**src/vme_window_defines.svh**
```systemverilog
// register offsets, field positions, reset values and code points for the window decoder
`ifndef VME_WINDOW_DEFINES_SVH
`define VME_WINDOW_DEFINES_SVH
`define OFF_S3_BASE     12'hf40
`define OFF_S3_BOUND    12'hf44
`define OFF_S3_OFFSET   12'hf48
`define OFF_LOCMON_CONTROL      12'hf64
`define OFF_LM_BASE     12'hf68
`define OFF_RAI_CTL     12'hf70
`define OFF_RAI_BASE    12'hf74
`define FLD_EN          31
`define FLD_PGM_HI      23
`define FLD_PGM_LO      22
`define FLD_SUP_HI      21
`define FLD_SUP_LO      20
`define FLD_LVAS_HI     18
`define FLD_RVAS_HI     17
`define FLD_VAS_LO      16
`define FLD_B64K_LO     16
`define FLD_B4K_LO      12
`define RST_EN          1'b0
`define RST_PGM         2'b11
`define RST_SUP         2'b11
`define RST_LM_VAS      3'h0
`define RST_B64K        16'h0000
`define RST_B4K         20'h00000
`define AM_GRP_A16      3'h5
`define AM_GRP_A24      3'h7
`define AM_GRP_A32      3'h1
`define AM_GRP_USER1    3'h2
`define AM_GRP_USER2    3'h3
`define AM_LOCK_A16     6'h2c
`define AM_LOCK_A24     6'h32
`define AM_LOCK_A32     6'h05
`define AM_LOW_DATA     2'h1
`define AM_LOW_PROG     2'h2
`endif

```
**src/vme_window_pkg.sv**
```systemverilog
// types shared by the window decoder
package vme_window_pkg;
  typedef enum logic [2:0] {
    SP_A16   = 3'b000,
    SP_A24   = 3'b001,
    SP_A32   = 3'b010,
    SP_NONE  = 3'b011,
    SP_USER1 = 3'b110,
    SP_USER2 = 3'b111
  } space_e;
  typedef enum logic [1:0] {
    ST_IDLE   = 2'b00,
    ST_DECODE = 2'b01,
    ST_ACTIVE = 2'b10
  } cyc_state_e;
  typedef struct packed {
    logic [31:0] addr;
    logic [5:0]  am;
    logic        write;
  } vme_cycle_s;
endpackage

```
**src/vme_slave_window_decode.sv**
```systemverilog
// slave image 3, location monitor and register access image decode
//
// Contract
// - image 3 base bits 31:16, reset zero
// - image 3 bound bits 31:16, reset zero
// - image 3 offset bits 31:16, reset zero
// - location monitor window 4 Kbyte aligned
// - monitor answers matching AM when enabled
// - monitor stores no write, read undefined
// - monitor control enable and space select
// - program and privilege selects reset to 11
// - address bits 4:3 pick monitor status bit
// - own master access gets own DTACK; here only a monitor hit drives own_dtack_out
// - monitor base bits 31:12, reset zero
// - access image reaches internal registers
// - access image takes single and lock AM
// - RMW keeps register locked until done
// - access image enable, space from straps
// - access image base bits 31:12
// - access base reset follows strap space
// - no image answers without bus master enable
`timescale 1ns/1ns
`include "vme_window_defines.svh"
module vme_slave_window_decode
  import vme_window_pkg::*;
(
  // clock and reset
  input  wire logic        clock_in,
  input  wire logic        sys_rst_in,
  // internal register port
  input  wire logic        reg_rd_in,
  input  wire logic        reg_wr_in,
  input  wire logic        reg_src_vme_in,
  input  wire logic [11:0] reg_addr_in,
  input  wire logic [31:0] reg_wdata_in,
  output logic      [31:0] reg_rdata_out,
  output logic             reg_ack_out,
  // vme slave pins
  input  wire logic        vme_as_n_in,
  input  wire logic        vme_reset_n_in,
  input  wire logic [31:0] vme_addr_in,
  input  wire logic [5:0]  vme_am_in,
  input  wire logic        vme_write_n_in,
  input  wire logic        vme_rmw_in,
  // system levels and straps
  input  wire logic        bus_master_enable_in,
  input  wire logic        own_master_in,
  input  wire logic [28:21] power_up_option_bits_in,
  input  wire logic        strap_rai_en_in,
  input  wire logic [1:0]  strap_rai_space_in,
  // decode results
  output logic             image3_hit_out,
  output logic      [31:0] pci_addr_out,
  output logic             locmon_hit_out,
  output logic      [3:0]  local_interrupt_status_set_out,
  output logic             rai_hit_out,
  output logic             own_dtack_out,
  output logic             reg_lock_out
);

  ////////////////////////////////////////////////////////////////////////
  // functions

  function automatic space_e space_of(input logic [5:0] am);
    space_e s;
    s = SP_NONE;
    case (am)
      `AM_LOCK_A16: s = SP_A16;
      `AM_LOCK_A24: s = SP_A24;
      `AM_LOCK_A32: s = SP_A32;
      default: begin
        case (am[5:3])
          `AM_GRP_A16:   s = SP_A16;
          `AM_GRP_A24:   s = SP_A24;
          `AM_GRP_A32:   s = SP_A32;
          `AM_GRP_USER1: s = SP_USER1;
          `AM_GRP_USER2: s = SP_USER2;
          default:       s = SP_NONE;
        endcase
      end
    endcase
    return s;
  endfunction

  function automatic logic is_lock(input logic [5:0] am);
    return (am == `AM_LOCK_A16) || (am == `AM_LOCK_A24) || (am == `AM_LOCK_A32);
  endfunction

  // single cycle data or program, privilege-checked; block codes fail
  function automatic logic am_ok(input logic [5:0] am, input logic [1:0] program_data_select,
                                 input logic [1:0] sup);
    logic p;
    logic s;
    p = ((am[1:0] == `AM_LOW_DATA) && program_data_select[0]) || ((am[1:0] == `AM_LOW_PROG) && program_data_select[1]);
    s = am[2] ? sup[1] : sup[0];
    return p && s && !is_lock(am);
  endfunction

  // 4 Kbyte window compare on the bits the space carries
  function automatic logic win_hit(input logic [31:0] a, input logic [19:0] base,
                                   input space_e sp);
    logic h;
    case (sp)
      SP_A16:  h = (a[15:12] == base[3:0]);
      SP_A24:  h = (a[23:12] == base[11:0]);
      default: h = (a[31:12] == base);
    endcase
    return h;
  endfunction

  ////////////////////////////////////////////////////////////////////////
  // pin synchronisers and resets

  logic [2:0] as_sync_q;
  logic [2:0] vrst_sync_q;
  logic       vrst_q;
  logic       as_q;
  logic       rst;

  always_ff @(posedge clock_in) begin
    if (sys_rst_in) begin
      as_sync_q   <= 3'h7;
      vrst_sync_q <= 3'h7;
    end else begin
      as_sync_q   <= {as_sync_q[1:0], vme_as_n_in};
      vrst_sync_q <= {vrst_sync_q[1:0], vme_reset_n_in};
    end
  end

  always_ff @(posedge clock_in) begin
    if (sys_rst_in) begin
      vrst_q <= 1'b0;
    end else if (vrst_sync_q[2:1] == 2'b00) begin
      vrst_q <= 1'b1;
    end else if (vrst_sync_q[2:1] == 2'b11) begin
      vrst_q <= 1'b0;
    end
  end

  assign rst = sys_rst_in | vrst_q;

  always_ff @(posedge clock_in) begin
    if (rst) begin
      as_q <= 1'b0;
    end else if (as_sync_q[2:1] == 2'b00) begin
      as_q <= 1'b1;
    end else if (as_sync_q[2:1] == 2'b11) begin
      as_q <= 1'b0;
    end
  end

  ////////////////////////////////////////////////////////////////////////
  // registers

  logic [15:0] s3_base_q;
  logic [15:0] s3_bound_q;
  logic [15:0] s3_offset_q;
  logic        lm_en_q;
  logic [1:0]  lm_pgm_q;
  logic [1:0]  lm_sup_q;
  logic [2:0]  lm_vas_q;
  logic [19:0] lm_base_q;
  logic        rai_en_q;
  logic [1:0]  rai_pgm_q;
  logic [1:0]  rai_sup_q;
  logic [1:0]  rai_vas_q;
  logic [19:0] rai_base_q;
  logic        accept;
  logic        wr_ok;
  logic [31:0] rdata_d;
  logic [31:0] rdata_q;
  logic        ack_q;
  logic        lock_q;

  // other sources wait while an RMW holds the lock
  assign accept = (reg_rd_in | reg_wr_in) & ~(lock_q & ~reg_src_vme_in);
  assign wr_ok  = accept & reg_wr_in;

  always_ff @(posedge clock_in) begin
    if (rst) begin
      s3_base_q   <= `RST_B64K;
      s3_bound_q  <= `RST_B64K;
      s3_offset_q <= `RST_B64K;
    end else if (wr_ok) begin
      case (reg_addr_in)
        `OFF_S3_BASE:   s3_base_q   <= reg_wdata_in[31:`FLD_B64K_LO];
        `OFF_S3_BOUND:  s3_bound_q  <= reg_wdata_in[31:`FLD_B64K_LO];
        `OFF_S3_OFFSET: s3_offset_q <= reg_wdata_in[31:`FLD_B64K_LO];
        default: ;
      endcase
    end
  end

  always_ff @(posedge clock_in) begin
    if (rst) begin
      lm_en_q   <= `RST_EN;
      lm_pgm_q  <= `RST_PGM;
      lm_sup_q  <= `RST_SUP;
      lm_vas_q  <= `RST_LM_VAS;
      lm_base_q <= `RST_B4K;
    end else if (wr_ok && reg_addr_in == `OFF_LOCMON_CONTROL) begin
      lm_en_q  <= reg_wdata_in[`FLD_EN];
      lm_pgm_q <= reg_wdata_in[`FLD_PGM_HI:`FLD_PGM_LO];
      lm_sup_q <= reg_wdata_in[`FLD_SUP_HI:`FLD_SUP_LO];
      lm_vas_q <= reg_wdata_in[`FLD_LVAS_HI:`FLD_VAS_LO];
    end else if (wr_ok && reg_addr_in == `OFF_LM_BASE) begin
      lm_base_q <= reg_wdata_in[31:`FLD_B4K_LO];
    end
  end

  // straps are caught on each clocked reset cycle
  always_ff @(posedge clock_in) begin
    if (rst) begin
      rai_en_q   <= strap_rai_en_in;
      rai_vas_q  <= strap_rai_space_in;
      rai_pgm_q  <= `RST_PGM;
      rai_sup_q  <= `RST_SUP;
      rai_base_q <= `RST_B4K;
      case (space_e'({1'b0, strap_rai_space_in}))
        SP_A16:  rai_base_q[3:0]   <= power_up_option_bits_in[28:25];
        SP_A24:  rai_base_q[11:4]  <= power_up_option_bits_in;
        SP_A32:  rai_base_q[19:12] <= power_up_option_bits_in;
        default: ;
      endcase
    end else if (wr_ok && reg_addr_in == `OFF_RAI_CTL) begin
      rai_en_q  <= reg_wdata_in[`FLD_EN];
      rai_pgm_q <= reg_wdata_in[`FLD_PGM_HI:`FLD_PGM_LO];
      rai_sup_q <= reg_wdata_in[`FLD_SUP_HI:`FLD_SUP_LO];
      rai_vas_q <= reg_wdata_in[`FLD_RVAS_HI:`FLD_VAS_LO];
    end else if (wr_ok && reg_addr_in == `OFF_RAI_BASE) begin
      rai_base_q <= reg_wdata_in[31:`FLD_B4K_LO];
    end
  end

  always_comb begin
    rdata_d = 32'h0000_0000;
    case (reg_addr_in)
      `OFF_S3_BASE:   rdata_d[31:16] = s3_base_q;
      `OFF_S3_BOUND:  rdata_d[31:16] = s3_bound_q;
      `OFF_S3_OFFSET: rdata_d[31:16] = s3_offset_q;
      `OFF_LOCMON_CONTROL: begin
        rdata_d[`FLD_EN]                    = lm_en_q;
        rdata_d[`FLD_PGM_HI:`FLD_PGM_LO]    = lm_pgm_q;
        rdata_d[`FLD_SUP_HI:`FLD_SUP_LO]    = lm_sup_q;
        rdata_d[`FLD_LVAS_HI:`FLD_VAS_LO]   = lm_vas_q;
      end
      `OFF_LM_BASE:   rdata_d[31:12] = lm_base_q;
      `OFF_RAI_CTL: begin
        rdata_d[`FLD_EN]                    = rai_en_q;
        rdata_d[`FLD_PGM_HI:`FLD_PGM_LO]    = rai_pgm_q;
        rdata_d[`FLD_SUP_HI:`FLD_SUP_LO]    = rai_sup_q;
        rdata_d[`FLD_RVAS_HI:`FLD_VAS_LO]   = rai_vas_q;
      end
      `OFF_RAI_BASE:  rdata_d[31:12] = rai_base_q;
      default:        rdata_d = 32'h0000_0000;
    endcase
  end

  always_ff @(posedge clock_in) begin
    if (rst) begin
      rdata_q <= 32'h0000_0000;
      ack_q   <= 1'b0;
    end else begin
      ack_q <= accept;
      if (accept && reg_rd_in) begin
        rdata_q <= rdata_d;
      end
    end
  end

  assign reg_rdata_out = rdata_q;
  assign reg_ack_out   = ack_q;

  ////////////////////////////////////////////////////////////////////////
  // cycle capture and decode

  cyc_state_e state_q;
  vme_cycle_s cyc_q;
  space_e     sp;
  logic       lm_hit_c;
  logic       rai_hit_c;
  logic       s3_hit_c;
  logic       img3_q;
  logic       lm_q;
  logic       rai_q;
  logic [3:0] lm_set_q;
  logic       dtack_q;
  logic [31:0] pci_q;

  always_ff @(posedge clock_in) begin
    if (rst) begin
      state_q <= ST_IDLE;
      cyc_q   <= '0;
    end else begin
      case (state_q)
        ST_IDLE: begin
          if (as_q) begin
            cyc_q   <= '{addr: vme_addr_in, am: vme_am_in, write: ~vme_write_n_in};
            state_q <= ST_DECODE;
          end
        end
        ST_DECODE: state_q <= ST_ACTIVE;
        ST_ACTIVE: begin
          if (!as_q) begin
            state_q <= ST_IDLE;
          end
        end
        default: state_q <= ST_IDLE;
      endcase
    end
  end

  assign sp = space_of(cyc_q.am);
  assign s3_hit_c = bus_master_enable_in
                  && (cyc_q.addr[31:16] >= s3_base_q)
                  && (cyc_q.addr[31:16] < s3_bound_q);
  // block codes never match here, so masters keep them away
  assign lm_hit_c = bus_master_enable_in && lm_en_q
                  && am_ok(cyc_q.am, lm_pgm_q, lm_sup_q)
                  && (sp != SP_NONE) && (sp == space_e'(lm_vas_q))
                  && win_hit(cyc_q.addr, lm_base_q, sp);
  assign rai_hit_c = bus_master_enable_in && rai_en_q
                   && (sp != SP_NONE) && (sp == space_e'({1'b0, rai_vas_q}))
                   && (am_ok(cyc_q.am, rai_pgm_q, rai_sup_q) || is_lock(cyc_q.am))
                   && win_hit(cyc_q.addr, rai_base_q, sp);

  // hits stand until the strobe releases; monitor keeps no data
  always_ff @(posedge clock_in) begin
    if (rst || state_q == ST_IDLE) begin
      img3_q  <= 1'b0;
      lm_q    <= 1'b0;
      rai_q   <= 1'b0;
      dtack_q <= 1'b0;
    end else if (state_q == ST_DECODE) begin
      img3_q  <= s3_hit_c;
      lm_q    <= lm_hit_c;
      rai_q   <= rai_hit_c;
      dtack_q <= lm_hit_c & own_master_in;
    end
  end

  always_ff @(posedge clock_in) begin
    if (rst) begin
      lm_set_q <= 4'h0;
    end else if (state_q == ST_DECODE && lm_hit_c) begin
      lm_set_q <= 4'h1 << cyc_q.addr[4:3];
    end else begin
      lm_set_q <= 4'h0;
    end
  end

  // translated address held from the decode edge
  always_ff @(posedge clock_in) begin
    if (rst) begin
      pci_q <= 32'h0000_0000;
    end else if (state_q == ST_DECODE) begin
      pci_q <= cyc_q.addr + {s3_offset_q, 16'h0000};
    end
  end

  always_ff @(posedge clock_in) begin
    if (rst || !as_q) begin
      lock_q <= 1'b0;
    end else if (state_q == ST_ACTIVE && rai_q && vme_rmw_in) begin
      lock_q <= 1'b1;
    end
  end

  assign image3_hit_out = img3_q;
  assign pci_addr_out   = pci_q;
  assign locmon_hit_out = lm_q;
  assign local_interrupt_status_set_out = lm_set_q;
  assign rai_hit_out    = rai_q;
  assign own_dtack_out  = dtack_q;
  assign reg_lock_out   = lock_q;

  ////////////////////////////////////////////////////////////////////////
  // checks

  image3_claim_a: assert property (
    @(posedge clock_in) disable iff (rst)
    state_q == ST_DECODE |=> image3_hit_out == $past(s3_hit_c))
    else $error("image 3 claim does not follow window compare");

  bme_gate_a: assert property (
    @(posedge clock_in) disable iff (rst)
    $rose(image3_hit_out || locmon_hit_out || rai_hit_out) |-> $past(bus_master_enable_in))
    else $error("image answered without bus master enable");

  lm_window_a: assert property (
    @(posedge clock_in) disable iff (rst)
    locmon_hit_out && sp == SP_A32 |-> cyc_q.addr[31:12] == lm_base_q)
    else $error("monitor hit outside its 4 Kbyte window");

  lm_status_a: assert property (
    @(posedge clock_in) disable iff (rst)
    $rose(locmon_hit_out) |-> $onehot(local_interrupt_status_set_out)
      && local_interrupt_status_set_out[cyc_q.addr[4:3]] ##1 local_interrupt_status_set_out == 4'h0)
    else $error("monitor status bit not chosen by address 4:3");

  lm_no_block_a: assert property (
    @(posedge clock_in) disable iff (rst)
    locmon_hit_out |-> cyc_q.am[1:0] != 2'b11 && cyc_q.am[1:0] != 2'b00)
    else $error("monitor hit on a block transfer code");

  own_dtack_a: assert property (
    @(posedge clock_in) disable iff (rst)
    $rose(locmon_hit_out) && $past(own_master_in) |-> own_dtack_out ##1 own_dtack_out || !as_q)
    else $error("own master monitor access not ended locally");

  rai_am_a: assert property (
    @(posedge clock_in) disable iff (rst)
    rai_hit_out |-> is_lock(cyc_q.am) || am_ok(cyc_q.am, rai_pgm_q, rai_sup_q))
    else $error("access image took a refused modifier code");

  lock_hold_a: assert property (
    @(posedge clock_in) disable iff (rst)
    reg_lock_out && !reg_src_vme_in && (reg_rd_in || reg_wr_in) && as_q |=> !reg_ack_out)
    else $error("locked register reached by another source");

  zero_reset_a: assert property (
    @(posedge clock_in)
    $past(rst) |-> s3_base_q == 16'h0 && s3_bound_q == 16'h0 && s3_offset_q == 16'h0
      && lm_base_q == 20'h0 && lm_pgm_q == 2'b11 && rai_sup_q == 2'b11)
    else $error("register reset value wrong");

endmodule

```
**config.mk**
```make
export PLATFORM = sky130hd
export DESIGN_NAME = vme_slave_window_decode
export DESIGN_NICKNAME = d
export VERILOG_FILES = /design/src/vme_window_pkg.sv /design/src/vme_slave_window_decode.sv
export VERILOG_INCLUDE_DIRS = /design/src
export SDC_FILE = /design/constraint.sdc
export NUM_CORES = 1
export LEC_CHECK = 0
export ABC_AREA = 1
export ABC_CLOCK_PERIOD_IN_PS = 2700
export BUFFER_PORTS_ARGS = -buffer_cell sky130_fd_sc_hd__buf_2
export CORE_MARGIN = 4
export CORE_UTILIZATION = 51
export DETAILED_ROUTE_END_ITERATION = 10
export PLACE_DENSITY = 0.87
export SETUP_SLACK_MARGIN = 0.15
export SYNTH_ARGS = -nofsm -noshare
export SYNTH_HDL_FRONTEND = slang
export SYNTH_SLANG_ARGS = --single-unit
```
**constraint.sdc**
```tcl
create_clock -name clock_in -period 2.7 [get_ports clock_in]
set_input_delay 0.27 -clock clock_in [delete_from_list [all_inputs] [get_ports clock_in]]
set_output_delay 0.27 -clock clock_in [all_outputs]
set_load 0.02 [all_outputs]
```
==> flow_summary_export.csv <==
group,metric,value,unit
die,rows,52,
cts,insertion_delay,0.51,ns
worst_setup_path,cp-end-kind,"flop",
timing,setup_viol,0,
route,via_per_inst,5.76,
worst_setup_path,r2r-end,"pci_addr_out[28]$_SDFFE_PN0N_",
logic_synthesis,ys_top_cells_by_count,"216 x nand2_1, 207 x nor2_1, 190 x dfxtp_1, 190 x inv_1, 153 x o21ai_0",
worst_setup_path,cpMaxStageDelayCell,"dfxtp_1",
worst_setup_path,cp_max_fo,5,
timing,period_share,87.1,%
worst_setup_path,path_class,"reg2reg",
timing,worstMarginPinSlew,0.808,ns
route,wl,34400,µm
cts,cts_tree,"built",
logic_synthesis,netlist_area,10800,µm²
worst_setup_path,critPathMaxStageDelay,0.43,ns
route,drt-initial-drc-count,1374,
pwr,p_leak,5.76,nW
logic_synthesis,seq_area_frac_synth,41.8,%
hold_path,min_path_cells,3,
global_route,grt_pass1_vias,10395,
logic_synthesis,yosys.cell_count.top_type,"nand2_1",
logic_synthesis,synth_top_cells_by_area,"dfxtp_1 35%, nand2_1 7.5%, nor2_1 7.2%",
cells_and_area,area_delta_synth_final,17.9,%
worst_setup_path,reg2regPathDepth,13,
timing,hold_viol_final,0,
timing,fmax,0.425,GHz
run,maxCapViolations,0,
route,drc_errors,0,
worst_setup_path,cp_cell_sequence,"ha_1 > inv_1 > fa_1 > inv_1 > nand2_1 > a21oi_1 > a21boi_2 > o21bai_1 > nand2_1 > nand3_1 > nand3_1 > nand2_1 > inv_1",
place,place_hpwl,24500,µm
die,design.die.area,23500,µm²
pwr,pwr-share-clk,42.7,%
pwr,seqPwrFrac,46.5,%
timing,report.final.slew_viol_count,0,
logic_synthesis,syn_inst,1443,
pwr,combPwrFrac,10.8,%
global_route,grt_max_degree,127,
timing,final.setup.tns,0,ns
pwr,total_switching_power,1.89,mW
cells_and_area,drive_gt1_share,16.5,%
pwr,vdd_drop_max,0.439,mV
cts,cts_num_sinks,213,
logic_synthesis,ys_seq_elements,213,
cts,clk_path_buf_depth,3,
cts,clkTransAtPathRegs,0.06,ns
logic_synthesis,async_flop_share,0,%
worst_setup_path,cp_data_arrival_time,2.77,ns
global_route,antenna_found_initial,3,
die,coreArea,20500,µm²
worst_setup_path,r2r_start,"cyc_q[23]$_SDFFE_PN0P_",
place,portBuffers,152,
die,die_y,153,µm
die,fp.dieW,153,µm
cts,cts_buffers,23,
hold_path,min_to,"reg_ack_out$_SDFF_PN0_",
hold_path,min-delay-start,"reg_rd_in",
global_route,grt.overflow.total,0,
logic_synthesis,synth-edff-count,23,
global_route,grt_pass1_wl,53700,µm
logic_synthesis,ys.flop_type,"dfxtp_1",
route,antenna_left,0,
pwr,p_per_area,570,nW/µm²
worst_setup_path,crit_path_start_kind,"flop",
timing,max-slew-margin-rel,46.1,%
logic_synthesis,yosysWarningCount,0,
logic_synthesis,synth_top_area_cell,"dfxtp_1",
timing,post-route-min-period,2.35,ns
cts,cts_root_buf,"clkbuf_16",
global_route,grt.total_usage,27.7,%
place,gp_congestion,0.981,
timing,skew,0.00892,ns
logic_synthesis,yosysUniqueCellTypes,46,
cells_and_area,layout.nets,1754,
pwr,swShare,26.2,%
die,start_util,52.5,%
logic_synthesis,synth_top_area_share,35.3,%
worst_setup_path,regToRegSetupSlack,0.35,ns
die,io_pins,178,
cts,h-tree-depth,1,
route,wire_per_inst,18.2,µm
pwr,total_power,7.24,mW
run_status,status,"finished, final reports clean",
hold_path,hp-class,"in2reg",
logic_synthesis,avgSynthCellArea,7.46,µm²
route,drtPass1Iterations,7,
worst_setup_path,cp_data_required_time,3.12,ns
timing,grt_setup_unrepaired,"no",
pwr,intPower,5.35,mW
route,num_vias,10883,
[sequential cells by signal (all words and copies together), names as in the netlist, 3 cells and up]
register and cells:
cyc_q 38, s3_bound_q 16, local_interrupt_status_set_out 4, lm_vas_q 3, pci_addr_out 32, s3_base_q 16, lm_base_q 20, as_sync_q 3
rai_base_q 20, reg_rdata_out 20, s3_offset_q 16, vrst_sync_q 3
[critical path, delay by kind of cell (launching register included)]
family	cells	cell delay, ns
compound gates	3	0.68
simple gates	5	0.39
fa+ha+maj	2	0.60
flops	1	0.43
buf+inv	3	0.16
[worst max-delay path by stage]
stage / startpoint / endpoint / cells after the start
final: cyc_q[23]$_SDFFE_PN0P_ / pci_addr_out[28]$_SDFFE_PN0N_ / 13
after global routing: cyc_q[23]$_SDFFE_PN0P_ / pci_addr_out[28]$_SDFFE_PN0N_ / 13
after CTS: cyc_q[23]$_SDFFE_PN0P_ / pci_addr_out[28]$_SDFFE_PN0N_ / 13
after detailed placement: cyc_q[23]$_SDFFE_PN0P_ / pci_addr_out[28]$_SDFFE_PN0N_ / 13
after global placement: cyc_q[23]$_SDFFE_PN0P_ / pci_addr_out[28]$_SDFFE_PN0N_ / 13
after floorplan: reg_addr_in[1] / rai_base_q[0]$_DFFE_PP_ / 5
[layer usage]
metal / part of all wire [%] / track usage, % / vias up
li1: - / - / 5061
met1: 38 / 35.5 / 4979
met2: 45 / 44.8 / 685
met3: 11 / 5.26 / 158
met4: 5.8 / 13.5 / 0
met5: 0 / 0 / -
[kinds of logic after synthesis]
family          synth area share [%]
buf+inv                         9.90
flops                           41.8
simple gates                    19.0
compound gates                  21.6
other cells                   0.0348
xor+xnor                        1.95
fa+ha+maj                       5.77
[layout by cell type (no fill, tap or decap), types with 6 or more instances in the layout]
master / instances
a211oi_1: 12
a211oi_2: 27
a21oi_1: 135
buf_2: 152
buf_4: 18
clkbuf_16: 23
conb_1: 12
dfxtp_1: 190
dlygate4sd3_1: 15
edfxtp_1: 23
ha_1: 48
inv_1: 189
inv_2: 6
nand2_1: 216
nand3_1: 29
nand4_1: 12
nor2_1: 207
nor3_1: 8
o211ai_1: 14
o21ai_0: 151
o21ai_1: 6
o22ai_1: 42
xnor2_1: 12
xor2_1: 12
[power groups by stage]
stage | combinational, mW | sequential, mW | clock (mW)
after floorplan | 0.447 | 3.44 | 0
after global placement | 0.715 | 3.43 | 0
after detailed placement | 0.733 | 3.43 | 0
after CTS | 0.757 | 3.37 | 3.10
after global routing | 0.847 | 3.38 | 3.23
final | 0.782 | 3.37 | 3.09
[what timing repair did]
item	CTS	global route
resized for setup	0	3
hold endpoints to repair	15	0
buffers inserted	0	0
hold buffers	15	0
endpoints found under the setup margin	0	4
[stage by stage]
step | area, µm² | std cells | util, % | setup slack [ns] | hold slack (ns)
after detailed placement | 11800 | 1831 | 57.6 | 0.342 | 0.399
after global routing | 12700 | 1890 | 61.9 | 0.166 | 0.0348
after floorplan | 10800 | 1454 | - | 0.560 | 0.374
after global placement | 11800 | 1831 | 57.6 | 0.402 | 0.392
after CTS | 12700 | 1887 | 61.9 | 0.314 | 0.00484
final | 12700 | 1890 | 61.9 | 0.348 | 0.0200
[layout make-up]
type                    count  area (µm²)
repair buffers            189        1130
inverters                 196         736
clock inverters            11        81.3
fillers                  1725        7800
flip-flops and latches    213        4490
clock buffers              30         652
multi-input cells         978        5260
diodes                      3        7.51
well taps                 270         338
No activity file was read; power rests on OpenSTA's default activity.
